**src/rtl/drive_io_defs.svh**
```systemverilog
// Bit positions, image sizes and constants of the cyclic I/O images
`ifndef DRIVE_IO_DEFS_SVH
`define DRIVE_IO_DEFS_SVH

// Status byte 0 of the input image
`define ST_FAULT_BIT      0
`define ST_WARN_BIT       1
`define ST_FWD_BIT        2
`define ST_REV_BIT        3
`define ST_READY_BIT      4
`define ST_RUN_NET_BIT    5
`define ST_SPD_NET_BIT    6
`define ST_AT_REF_BIT     7

// Command byte 0 of the output image
`define CMD_FWD_BIT       0
`define CMD_REV_BIT       1
`define CMD_CLR_BIT       2
`define CMD_RUN_SEL_BIT   5
`define CMD_SPD_SEL_BIT   6

// Image lengths, expressed as the index of the last byte
`define OB_LAST_IDX       3'h5
`define TX_LAST_IDX       2'h3

// Output image byte indices of the staged fields
`define OB_SPD_LO_IDX     3'h2
`define OB_SPD_HI_IDX     3'h3
`define OB_TRQ_LO_IDX     3'h4

// Speed scaling selection
`define FREQ_MODE_HIGH    8'h02
`define POLES_NONE        8'h00
`define DIV10_MUL         32'h0000CCCD
`define DIV10_SHIFT       19

// Reset values
`define CMD_RESET         8'h00
`define WORD_RESET        16'h0000

`endif

```
**src/rtl/drive_io_pkg.sv**
```systemverilog
// Types shared by the I/O image packer and its status builder
package drive_io_pkg;

  // Drive state codes carried in input byte 1
  typedef enum logic [2:0] {
    ds_startup   = 3'h1,
    ds_not_ready = 3'h2,
    ds_ready     = 3'h3,
    ds_enabled   = 3'h4,
    ds_stopping  = 3'h5,
    ds_fault_stop = 3'h6,
    ds_faulted   = 3'h7
  } drive_state_t;

  // Input image transmitter states, Gray along idle -> send
  typedef enum logic [1:0] {
    tx_idle = 2'h0,
    tx_send = 2'h1
  } tx_state_t;

endpackage

```
**src/rtl/drive_io_if.sv**
```systemverilog
// Carrier between the packer and the status image builder
`timescale 1ns/1ns
interface drive_io_if;
  logic [7:0]  status_byte;  // Input image byte 0
  logic [2:0]  state_code;   // Input image byte 1, low bits
  logic [15:0] speed_word;   // Input image bytes 2 and 3
  logic        run_sel;      // Run command source is network
  logic        spd_sel;      // Speed reference source is network

  modport builder (
    input  run_sel,
    input  spd_sel,
    output status_byte,
    output state_code,
    output speed_word
  );
  modport packer (
    output run_sel,
    output spd_sel,
    input  status_byte,
    input  state_code,
    input  speed_word
  );
endinterface

```
**src/rtl/status_image_builder.sv**
```systemverilog
// Builds status flags, state code and scaled speed of the input image
`timescale 1ns/1ns
`include "drive_io_defs.svh"
module status_image_builder (
  input  wire logic        mclk,
  input  wire logic        sys_rst,
  input  wire logic [5:0]  flag_pins,
  input  wire logic [2:0]  drive_state_code,
  input  wire logic [15:0] speed_centi_hz,
  input  wire logic [15:0] speed_rpm,
  input  wire logic [7:0]  motor_pole_setting,
  input  wire logic [7:0]  frequency_mode_setting,
  input  wire logic        product_variant,
  drive_io_if.builder      img
);

  // Divide by ten, exact for all 16-bit values
  function automatic logic [15:0] div10(input logic [15:0] v);
    logic [31:0] p;
    p = 32'(v) * `DIV10_MUL;
    p = p >> `DIV10_SHIFT;
    return p[15:0];
  endfunction

  logic [5:0]  s1_q, s2_q, s3_q; // Three-stage pin synchroniser
  logic [5:0]  flag_q, flag_d;   // Filtered flags
  logic [7:0]  stat_q, stat_d;   // Status byte
  logic [2:0]  code_q, code_d;   // State code
  logic [15:0] spd_q, spd_d;     // Scaled speed

  // A flag changes only when the second and third stages agree
  always_comb begin
    flag_d = flag_q;
    for (int i = 0; i < 6; i++) begin
      if (s2_q[i] == s3_q[i]) begin
        flag_d[i] = s3_q[i];
      end
    end
    // Pins: fault, warning, fwd, rev, ready, at reference
    stat_d = {flag_q[5], img.spd_sel, img.run_sel, flag_q[4],
              flag_q[3], flag_q[2], flag_q[1], flag_q[0]};
    code_d = drive_state_code;
    // Speed units follow the pole setting and product variant
    if (motor_pole_setting != `POLES_NONE) begin
      spd_d = speed_rpm;
    end else if (!product_variant &&
                 frequency_mode_setting == `FREQ_MODE_HIGH) begin
      spd_d = div10(speed_centi_hz);
    end else begin
      spd_d = speed_centi_hz;
    end
  end

  // Registers; status bits 0..4 follow flag order in stat_d
  always_ff @(posedge mclk) begin
    if (sys_rst) begin
      s1_q   <= 6'h00;
      s2_q   <= 6'h00;
      s3_q   <= 6'h00;
      flag_q <= 6'h00;
      stat_q <= 8'h00;
      code_q <= drive_io_pkg::ds_startup;
      spd_q  <= `WORD_RESET;
    end else begin
      s1_q   <= flag_pins;
      s2_q   <= s1_q;
      s3_q   <= s2_q;
      flag_q <= flag_d;
      stat_q <= stat_d;
      code_q <= code_d;
      spd_q  <= spd_d;
    end
  end

  assign img.status_byte = stat_q;
  assign img.state_code  = code_q;
  assign img.speed_word  = spd_q;

endmodule // status_image_builder

```
**src/rtl/drive_io_assembly_packer.sv**
```systemverilog
// Packs the input status image and unpacks the speed/torque output image
`timescale 1ns/1ns
`include "drive_io_defs.svh"
module drive_io_assembly_packer (
  input  wire logic        mclk,
  input  wire logic        sys_rst,
  // Output image byte stream from the master
  input  wire logic        ob_valid,
  input  wire logic        ob_first,
  input  wire logic [7:0]  ob_data,
  // Input image byte stream to the master
  input  wire logic        tx_start,
  output logic             tx_valid,
  output logic             tx_last,
  output logic [7:0]       tx_data,
  // Drive status pins
  input  wire logic        drive_fault_pin,
  input  wire logic        drive_warning_pin,
  input  wire logic        drive_fwd_pin,
  input  wire logic        drive_rev_pin,
  input  wire logic        drive_ready_pin,
  input  wire logic        drive_at_ref_pin,
  // Drive values and settings on this clock
  input  wire logic [2:0]  drive_state_code,
  input  wire logic [15:0] speed_centi_hz,
  input  wire logic [15:0] speed_rpm,
  input  wire logic [7:0]  motor_pole_setting,
  input  wire logic [7:0]  frequency_mode_setting,
  input  wire logic        product_variant,
  // Locally configured sources
  input  wire logic        local_run_fwd,
  input  wire logic        local_run_rev,
  input  wire logic [15:0] local_speed_ref,
  // Commands to the drive
  output logic             run_fwd_out,
  output logic             run_rev_out,
  output logic             fault_clear_pulse,
  output logic             run_source_network,
  output logic             speed_source_network,
  output logic [15:0]      speed_ref_out,
  output logic [15:0]      torque_ref_pct
);

  drive_io_if img ();

  // Status image builder with its pin synchronisers
  status_image_builder u_status (
    .mclk                   (mclk),
    .sys_rst                (sys_rst),
    .flag_pins              ({drive_at_ref_pin, drive_ready_pin,
                              drive_rev_pin, drive_fwd_pin,
                              drive_warning_pin, drive_fault_pin}),
    .drive_state_code       (drive_state_code),
    .speed_centi_hz         (speed_centi_hz),
    .speed_rpm              (speed_rpm),
    .motor_pole_setting     (motor_pole_setting),
    .frequency_mode_setting (frequency_mode_setting),
    .product_variant        (product_variant),
    .img                    (img.builder)
  );

  // Output image receiver
  logic [2:0]  idx_q, idx_d;         // Next byte index in frame
  logic        in_frame_q, in_frame_d; // Frame in progress
  logic [7:0]  cmd_st_q, cmd_st_d;   // Staged command byte
  logic [7:0]  spd_lo_q, spd_lo_d;   // Staged speed low byte
  logic [7:0]  spd_hi_q, spd_hi_d;   // Staged speed high byte
  logic [7:0]  trq_lo_q, trq_lo_d;   // Staged torque low byte
  logic        commit;               // Last byte of a frame taken

  // Bytes are staged so a partial frame never reaches the drive
  always_comb begin
    idx_d      = idx_q;
    in_frame_d = in_frame_q;
    cmd_st_d   = cmd_st_q;
    spd_lo_d   = spd_lo_q;
    spd_hi_d   = spd_hi_q;
    trq_lo_d   = trq_lo_q;
    commit     = 1'b0;
    if (ob_valid && ob_first) begin
      // Byte 0 always opens a new frame
      cmd_st_d   = ob_data;
      idx_d      = 3'h1;
      in_frame_d = 1'b1;
    end else if (ob_valid && in_frame_q) begin
      // Byte 1 is unused and dropped
      case (idx_q)
        `OB_SPD_LO_IDX: spd_lo_d = ob_data;
        `OB_SPD_HI_IDX: spd_hi_d = ob_data;
        `OB_TRQ_LO_IDX: trq_lo_d = ob_data;
        default: begin
        end
      endcase
      if (idx_q == `OB_LAST_IDX) begin
        commit     = 1'b1;
        in_frame_d = 1'b0;
      end else begin
        idx_d = idx_q + 3'h1;
      end
    end
  end

  // Receiver registers
  always_ff @(posedge mclk) begin
    if (sys_rst) begin
      idx_q      <= 3'h0;
      in_frame_q <= 1'b0;
      cmd_st_q   <= `CMD_RESET;
      spd_lo_q   <= 8'h00;
      spd_hi_q   <= 8'h00;
      trq_lo_q   <= 8'h00;
    end else begin
      idx_q      <= idx_d;
      in_frame_q <= in_frame_d;
      cmd_st_q   <= cmd_st_d;
      spd_lo_q   <= spd_lo_d;
      spd_hi_q   <= spd_hi_d;
      trq_lo_q   <= trq_lo_d;
    end
  end

  logic [7:0]  net_cmd_q, net_cmd_d;   // Committed command byte
  logic [15:0] net_spd_q, net_spd_d;   // Committed speed reference
  logic [15:0] net_trq_q, net_trq_d;   // Committed torque reference
  logic        arm_fwd_q, arm_fwd_d;   // Forward seen low since reset or fault clear
  logic        arm_rev_q, arm_rev_d;   // Reverse seen low since reset or fault clear
  logic        arm_clr_q, arm_clr_d;   // Clear seen low since last use
  logic        clr_evt;                // Fault clear edge accepted
  logic        seen_q, seen_d;         // A frame has been committed
  logic [7:0]  cmd_low;                // Command bits known to be low
  logic        fwd_d, rev_d, clr_d;
  logic [15:0] sref_d, tref_d;

  // Arming flags turn a level into an edge: a bit only acts after it
  // has been seen low, so a command held high over a reset is inert
  always_comb begin
    net_cmd_d = net_cmd_q;
    net_spd_d = net_spd_q;
    net_trq_d = net_trq_q;
    if (commit) begin
      net_cmd_d = cmd_st_q;
      net_spd_d = {spd_hi_q, spd_lo_q};
      net_trq_d = {ob_data, trq_lo_q};
    end
    // The reset value is not a seen 0: only a committed frame arms
    seen_d  = seen_q | commit;
    cmd_low = seen_q ? ~net_cmd_q : 8'h00;
    clr_evt = net_cmd_q[`CMD_CLR_BIT] && arm_clr_q;
    arm_clr_d = arm_clr_q;
    if (clr_evt) begin
      arm_clr_d = 1'b0;
    end else if (cmd_low[`CMD_CLR_BIT]) begin
      arm_clr_d = 1'b1;
    end
    // A fault reset disarms the run commands once more
    arm_fwd_d = clr_evt ? 1'b0 :
                (cmd_low[`CMD_FWD_BIT] ? 1'b1 : arm_fwd_q);
    arm_rev_d = clr_evt ? 1'b0 :
                (cmd_low[`CMD_REV_BIT] ? 1'b1 : arm_rev_q);
    // Source selection per item
    if (net_cmd_q[`CMD_RUN_SEL_BIT]) begin
      fwd_d = net_cmd_q[`CMD_FWD_BIT] && arm_fwd_q && !clr_evt;
      rev_d = net_cmd_q[`CMD_REV_BIT] && arm_rev_q && !clr_evt;
    end else begin
      fwd_d = local_run_fwd;
      rev_d = local_run_rev;
    end
    sref_d = net_cmd_q[`CMD_SPD_SEL_BIT] ? net_spd_q
                                         : local_speed_ref;
    tref_d = net_trq_q;
    clr_d  = clr_evt;
  end

  // Decode registers and drive outputs
  always_ff @(posedge mclk) begin
    if (sys_rst) begin
      net_cmd_q            <= `CMD_RESET;
      net_spd_q            <= `WORD_RESET;
      net_trq_q            <= `WORD_RESET;
      arm_fwd_q            <= 1'b0;
      arm_rev_q            <= 1'b0;
      arm_clr_q            <= 1'b0;
      seen_q               <= 1'b0;
      run_fwd_out          <= 1'b0;
      run_rev_out          <= 1'b0;
      fault_clear_pulse    <= 1'b0;
      run_source_network   <= 1'b0;
      speed_source_network <= 1'b0;
      speed_ref_out        <= `WORD_RESET;
      torque_ref_pct       <= `WORD_RESET;
    end else begin
      net_cmd_q            <= net_cmd_d;
      net_spd_q            <= net_spd_d;
      net_trq_q            <= net_trq_d;
      arm_fwd_q            <= arm_fwd_d;
      arm_rev_q            <= arm_rev_d;
      arm_clr_q            <= arm_clr_d;
      seen_q               <= seen_d;
      run_fwd_out          <= fwd_d;
      run_rev_out          <= rev_d;
      fault_clear_pulse    <= clr_d;
      run_source_network   <= net_cmd_q[`CMD_RUN_SEL_BIT];
      speed_source_network <= net_cmd_q[`CMD_SPD_SEL_BIT];
      speed_ref_out        <= sref_d;
      torque_ref_pct       <= tref_d;
    end
  end

  // Selects reported back in the status byte
  assign img.run_sel = net_cmd_q[`CMD_RUN_SEL_BIT];
  assign img.spd_sel = net_cmd_q[`CMD_SPD_SEL_BIT];

  // Input image transmitter
  drive_io_pkg::tx_state_t tx_st_q, tx_st_d; // Transmitter state
  logic [1:0]  tx_idx_q, tx_idx_d;           // Byte being sent
  logic [31:0] snap_q, snap_d;               // Image snapshot
  logic        txv_d, txl_d;
  logic [7:0]  txb_d;
  logic [31:0] img_word;

  // Whole image is snapshotted so its four bytes stay consistent
  assign img_word = {img.speed_word, 5'h00, img.state_code,
                     img.status_byte};

  always_comb begin
    tx_st_d  = tx_st_q;
    tx_idx_d = tx_idx_q;
    snap_d   = snap_q;
    txv_d    = 1'b0;
    txl_d    = 1'b0;
    txb_d    = 8'h00;
    case (tx_st_q)
      drive_io_pkg::tx_idle: begin
        // A start while sending is ignored
        if (tx_start) begin
          snap_d   = img_word;
          tx_idx_d = 2'h0;
          tx_st_d  = drive_io_pkg::tx_send;
        end
      end
      drive_io_pkg::tx_send: begin
        txv_d = 1'b1;
        txb_d = snap_q[8*tx_idx_q +: 8];
        txl_d = (tx_idx_q == `TX_LAST_IDX);
        if (tx_idx_q == `TX_LAST_IDX) begin
          tx_st_d = drive_io_pkg::tx_idle;
        end else begin
          tx_idx_d = tx_idx_q + 2'h1;
        end
      end
      default: begin
        tx_st_d = drive_io_pkg::tx_idle;
      end
    endcase
  end

  // Transmitter registers
  always_ff @(posedge mclk) begin
    if (sys_rst) begin
      tx_st_q  <= drive_io_pkg::tx_idle;
      tx_idx_q <= 2'h0;
      snap_q   <= 32'h00000000;
      tx_valid <= 1'b0;
      tx_last  <= 1'b0;
      tx_data  <= 8'h00;
    end else begin
      tx_st_q  <= tx_st_d;
      tx_idx_q <= tx_idx_d;
      snap_q   <= snap_d;
      tx_valid <= txv_d;
      tx_last  <= txl_d;
      tx_data  <= txb_d;
    end
  end
endmodule // drive_io_assembly_packer

```
**config.mk**
```make
export PLATFORM = sky130hd
export DESIGN_NAME = drive_io_assembly_packer
export DESIGN_NICKNAME = d
export VERILOG_FILES = /design/src/rtl/drive_io_pkg.sv /design/src/rtl/drive_io_if.sv /design/src/rtl/status_image_builder.sv /design/src/rtl/drive_io_assembly_packer.sv
export VERILOG_INCLUDE_DIRS = /design/src /design/src/rtl
export SDC_FILE = /design/constraint.sdc
export NUM_CORES = 1
export LEC_CHECK = 0
export BUFFER_PORTS_ARGS = -buffer_cell sky130_fd_sc_hd__clkbuf_2
export CAP_MARGIN = 20
export CORE_MARGIN = 2
export CORE_UTILIZATION = 37
export DETAILED_ROUTE_END_ITERATION = 12
export HOLD_SLACK_MARGIN = 0.06
export PLACE_DENSITY = 0.54
export SYNTH_ARGS = -nofsm -noshare
export SYNTH_HDL_FRONTEND = slang
export SYNTH_SLANG_ARGS = --single-unit
```
**constraint.sdc**
```tcl
create_clock -name mclk -period 6.6 [get_ports mclk]
set_input_delay 0.33 -clock mclk [delete_from_list [all_inputs] [get_ports mclk]]
set_output_delay 0.33 -clock mclk [all_outputs]
set_load 0.02 [all_outputs]
```
**Word level (Yosys, flattened, before mapping)**

Index checks and enable logic that the tools add are counted.

- Bits of input ports: 89
- Register bits: 207
- Word-level logic and storage cells: 114
- Output and inout port bits: 47

- Bitwise gates (word level): 5
- Add/sub/neg operators: 2
- Multipliers: 1
- Shift-type cells: 1
- Eq/ne operators: 17
- Mux-type cells: 22
- Reduce and logical (&&, ||, !) cells: 27

Operators with widths:

| kind | number |
|---|---|
| two-way mux 16 bit | 3 |
| multiplier 16 x 16 -> 32 bit, second input constant | 1 |
| variable part select 32 x 6 -> 8 bit | 1 |
| two-way mux 1 bit | 12 |
| AND reduction 3 bit | 4 |
| AND reduction 2 bit | 5 |
| equality test 8 x 2 -> 1 bit, second input constant | 1 |
| logical AND 1 bit | 8 |
| two-way mux 2 bit | 4 |
| inequality test 2 bit, second input constant | 4 |
| case mux 2 bit (2 select lines) | 2 |
| nonzero test 8 bit | 1 |
| equality test 1 bit | 6 |
| equality test 3 x 2 -> 1 bit, second input constant | 2 |
| equality test 3 bit, second input constant | 2 |
| nonzero test 2 bit | 3 |
| OR reduction 2 bit | 3 |
| adder 3 x 1 -> 3 bit, second input constant | 1 |
| two-way mux 3 bit | 1 |
| inverter 1 bit | 3 |
| inverter 3 bit | 1 |
| adder 2 x 1 -> 2 bit, second input constant | 1 |
| equality test 2 x 1 -> 1 bit, second input constant | 1 |
| equality test 2 bit, second input constant | 1 |
| 3 further kinds | 4 |

**Longest topological paths before layout**

- Depth in word-level cells: 5
- Gate-level depth with buffers: 19
- Gate-level depth less buffers: 19

**Modules after synthesis**

Synthesis repeated with hierarchy kept, for this count alone.

- Cells, all modules: 1271
- Area total of the unflattened synthesis: 12084.1 um^2

By module, submodules not included:

| module | area each (um^2) | seq. area each (um^2) | times used | cells each |
|---|---|---|---|---|
| status_image_builder | 6491.2 | 1021.0 | 1 | 697 |
| drive_io_assembly_packer | 5592.9 | 3022.9 | 1 | 574 |

**Least setup slack after synthesis**

OpenSTA, ideal clock, no wires.

- Kind: input to register
- Start point: input port speed_centi_hz[2]
- End point: register u_status.spd_q[11] (netlist: u_status.img.speed_word[11])
- Data arrival time: 4.951 ns
- Setup time: 0.123 ns
- Path slack: 1.526 ns
- Required time: 6.477 ns
- Stages on the path: 17
- Buffers on the path: 0
- Cell sequence: ha_1 -> inv_1 -> fa_1 -> inv_1 -> fa_1 -> fa_1 -> fa_1 -> inv_1 -> fa_1 -> inv_1 -> ha_1 -> nand4_1 -> nor2_1 -> o2111ai_2 -> a31oi_2 -> a41oi_1 -> mux2_1

- Cells in the longest elaborated chain, start to end: 3

RTL lines:

| what | RTL line | source |
|---|---|---|
| start: declaration | drive_io_assembly_packer.sv:25 | `input wire logic [15:0] speed_centi_hz,` |
| multiplier 16 x 16 -> 32 bit (no source line) | -- |  |
| two-way mux 16 bit | status_image_builder.sv:46 | `end else if (!product_variant &&` |
| two-way mux 16 bit | status_image_builder.sv:44 | `` if (motor_pole_setting != `POLES_NONE) begin `` |
| end signal: assignment | status_image_builder.sv:63 | `` spd_q <= `WORD_RESET; `` |
| end signal: assignment | status_image_builder.sv:71 | `spd_q <= spd_d;` |
| end: declaration | status_image_builder.sv:29 | `logic [15:0] spd_q, spd_d;` |

No other way between the ends.
A chain may end at the register's enable or synchronous reset.

**Worst setup path in the final report**

- Start point: input port speed_centi_hz[6]
- End point: register u_status.spd_q[6] (netlist: u_status.img.speed_word[6])

- Cells in the longest elaborated chain, start to end: 3

RTL lines:

| what | RTL line |
|---|---|
| multiplier 16 x 16 -> 32 bit (no source line) | -- |
| two-way mux 16 bit (*) | status_image_builder.sv:46 |
| two-way mux 16 bit (*) | status_image_builder.sv:44 |

Every way passes the cells marked *; elsewhere a longest branch is shown, timed or not.

==> impl_metrics.csv <==
group,metric,value,unit
synth,async_flop_share,0,
floorplan,io_pins,136,
synth,avgSynthCellArea,9.10,um^2
grt,grt_pass1_vias,8718,
grt,grt_max_degree,103,
sta,max_freq,0.189,GHz
floorplan,start_util,0.375,
worst_hold_path,hold_depth,2,
synth,ys_seq_area_frac,0.338,
sta,tightestPinTransition,1060,ps
sta,finalSetupViolations,0,
placement,dp_hpwl,23600,um
clock_network,clock_sinks,200,
synth,synth_edf_count,0,
sta,min_period,5280,ps
cells_and_area,regArea,4000,um^2
cells_and_area,fin_area,13500,um^2
placement,dp.cells,1788,
critical_path,crit_fanout,6,
synth,yosys.area.top_type,"dfxtp_1",
route,wl,29900,um
floorplan,core_area,31600,um^2
worst_hold_path,holdCritPathClass,"input pin to flop",
synth,synth_top_area_share,0.338,
route,vias,8789,
synth,syn_nets,1606,
floorplan,die_w,183,um
cells_and_area,nets,1712,
route,drc,0,
synth,ys_types,63,
placement,place_congestion,0.918,
critical_path,r2r_cells,5,
critical_path,critPathCaptureType,"flop",
grt,antenna_found_initial,0,
synth,synth.ff_latch_count,200,
cells_and_area,area_growth,13.9,%
synth,synth_ff_type,"dfxtp_1",
route,dr.pass1.iters,5,
clock_network,hold_buffers,0,
synth,syn_inst,1301,
clock_network,cts_inserted_buffers,17,
run,cap_violations,0,
floorplan,dieArea,33400,um^2
power,peakVddDrop,0.295,mV
critical_path,start_kind,"input pin",
floorplan,die_y,183,um
sta,max-slew-margin-rel,0.291,
grt,grt_overflow,0,
grt,grt_usage,0.181,
placement,portBuffers,135,
cells_and_area,fillCellCount,3187,
critical_path,worstPathRequired,6920,ps
sta,rsz0062_at_grt,"false",
critical_path,crit_arrival,5600,ps
clock_network,postCtsSetupBuffers,0,
grt,grt_pass1_wl,47200,um
synth,synth_area,11800,um^2
synth,synth_common_cells,"200 x dfxtp_1, 188 x nand2_1, 180 x inv_1, 137 x ha_1, 119 x a21oi_1",
sta,clock_skew,14.9,ps
floorplan,num_rows,65,
power,p_leak,6.15,nW
placement,detailed_place.area,12800,um^2
cells_and_area,fin_cells,1822,
sta,timing.setup.tns,0,ps
placement,pre_cts_ws,919,ps
status,outcome,"finished clean",
sta,final_hold_viol_count,0,
cells_and_area,insertedDiodeCount,0,
sta,finalMaxSlewViolations,0,
route,avgRoutedWirePerCell,16.4,um
route,ant_nets,0,
power,power.density,386,nW/um^2
sta,fin_crit_sh,0.800,
cells_and_area,drive_gt1_frac,0.135,
clock_network,cts_buffer_depth,2,
clock_network,h-tree-depth,4,
clock_network,cts_resized,0,
cells_and_area,multi_input_area,6960,um^2
synth,yosysMostFrequentCell,"dfxtp_1",
clock_network,clkLatencyLatePin,440,ps
route,via_per_inst,4.82,
sta,setup_slack,1320,ps
critical_path,crit_type,"input pin to flop",
synth,yosys_warnings,0,
route,drt-initial-drc-count,442,
synth,synthTopCellsByArea,"dfxtp_1 34%, ha_1 14%, fa_1 13%",
clock_network,root_buffer,"clkbuf_16",
clock_network,cts_tree,"yes",
clock_network,cts.clk_slew.worst_paths,80,ps
[layer usage]
metal / global-route usage / vias to the layer above / wire length, um
li1: - / 4479 / -
met2: 0.302 / 150 / 13800
met5: 0 / - / 0
met4: 0.0394 / 0 / 349
met1: 0.249 / 4139 / 14800
met3: 0.0284 / 21 / 967
[registers in the layout, indices dropped and copies added (netlist names), 8 cells and up]
signal	count
torque_ref_pct	16
net_spd_q	16
u_status.img.speed_word	16
u_status.img.status_byte	8
spd_lo_q	8
spd_hi_q	8
snap_q	27
speed_ref_out	16
net_trq_q	16
trq_lo_q	8
tx_data	8
[final cells by class]
type,instances,share of cell area
Clock buffer,18,0.0326
Tap cell,402,0.0373
Multi-Input combinational cell,869,0.517
Sequential cell,200,0.297
Inverter,181,0.0504
Clock inverter,14,0.0127
Timing Repair Buffer,138,0.0534
[placed cells by master, fill, tap and decap left out, types with 6 or more instances in the layout]
cell type and instances:
and2_1 6, nor3b_1 7, nor2b_1 44, clkbuf_16 17, nand2_1 188, o21ai_1 8
inv_1 180, mux2i_1 34, clkbuf_2 134, nand4_1 8, xnor2_1 10, a211oi_1 12
mux2_2 6, fa_1 79, nor3_1 6, a21o_1 13, o21ai_0 26, nor2_1 72
a21oi_1 119, dfxtp_1 200, ha_1 137, and3_1 13, xor2_1 8
[path summary, 6_finish.rpt]
kind / start / to / slack (ps)
worst min register to register: u_status.img.speed_word[9] / snap_q[25] / 430
worst max-delay path: speed_centi_hz[6] / u_status.img.speed_word[6] / 1320
worst min-delay path: drive_state_code[0] / u_status.img.state_code[0] / 100
worst max register to register: in_frame_q / net_cmd_q[5] / 4650
[cells by family (layout without fill, tap and decap cells)]
kind of cell | count (synthesis) | in the layout | synth area share
simple gates | 368 | 368 | 0.142
buf+inv | 232 | 351 | 0.0743
compound gates | 223 | 223 | 0.113
fa+ha+maj | 216 | 216 | 0.278
flops | 200 | 200 | 0.338
mux | 44 | 44 | 0.0411
xor+xnor | 18 | 18 | 0.0133
[power breakdown]
part           switching [mW]  internal (mW)  leakage [nW]
Sequential             0.0148           1.23          1.63
Combinational            1.79           1.10          4.22
Clock                   0.524          0.527         0.296
[metrics by stage]
step	hold slack, ps	total power [mW]	util
5_1_grt	77.4	5.66	0.427
3_5_place_dp	424	4.15	0.407
3_3_place_gp	423	4.14	0.407
6_report	98.9	5.20	0.427
2_1_floorplan	414	3.38	-
4_1_cts	83.6	5.23	0.426
[worst max-delay path: stages]
cell	delay, ps
clkbuf_2	170
ha_1	360
inv_1	90
fa_1	490
inv_1	60
fa_1	510
fa_1	480
fa_1	530
inv_1	60
fa_1	540
inv_1	50
ha_1	330
nand4_1	220
a2111oi_0	480
a32oi_1	150
a31oi_1	320
xnor2_1	130
a211oi_1	310
No activity file was read; power rests on OpenSTA's default activity.
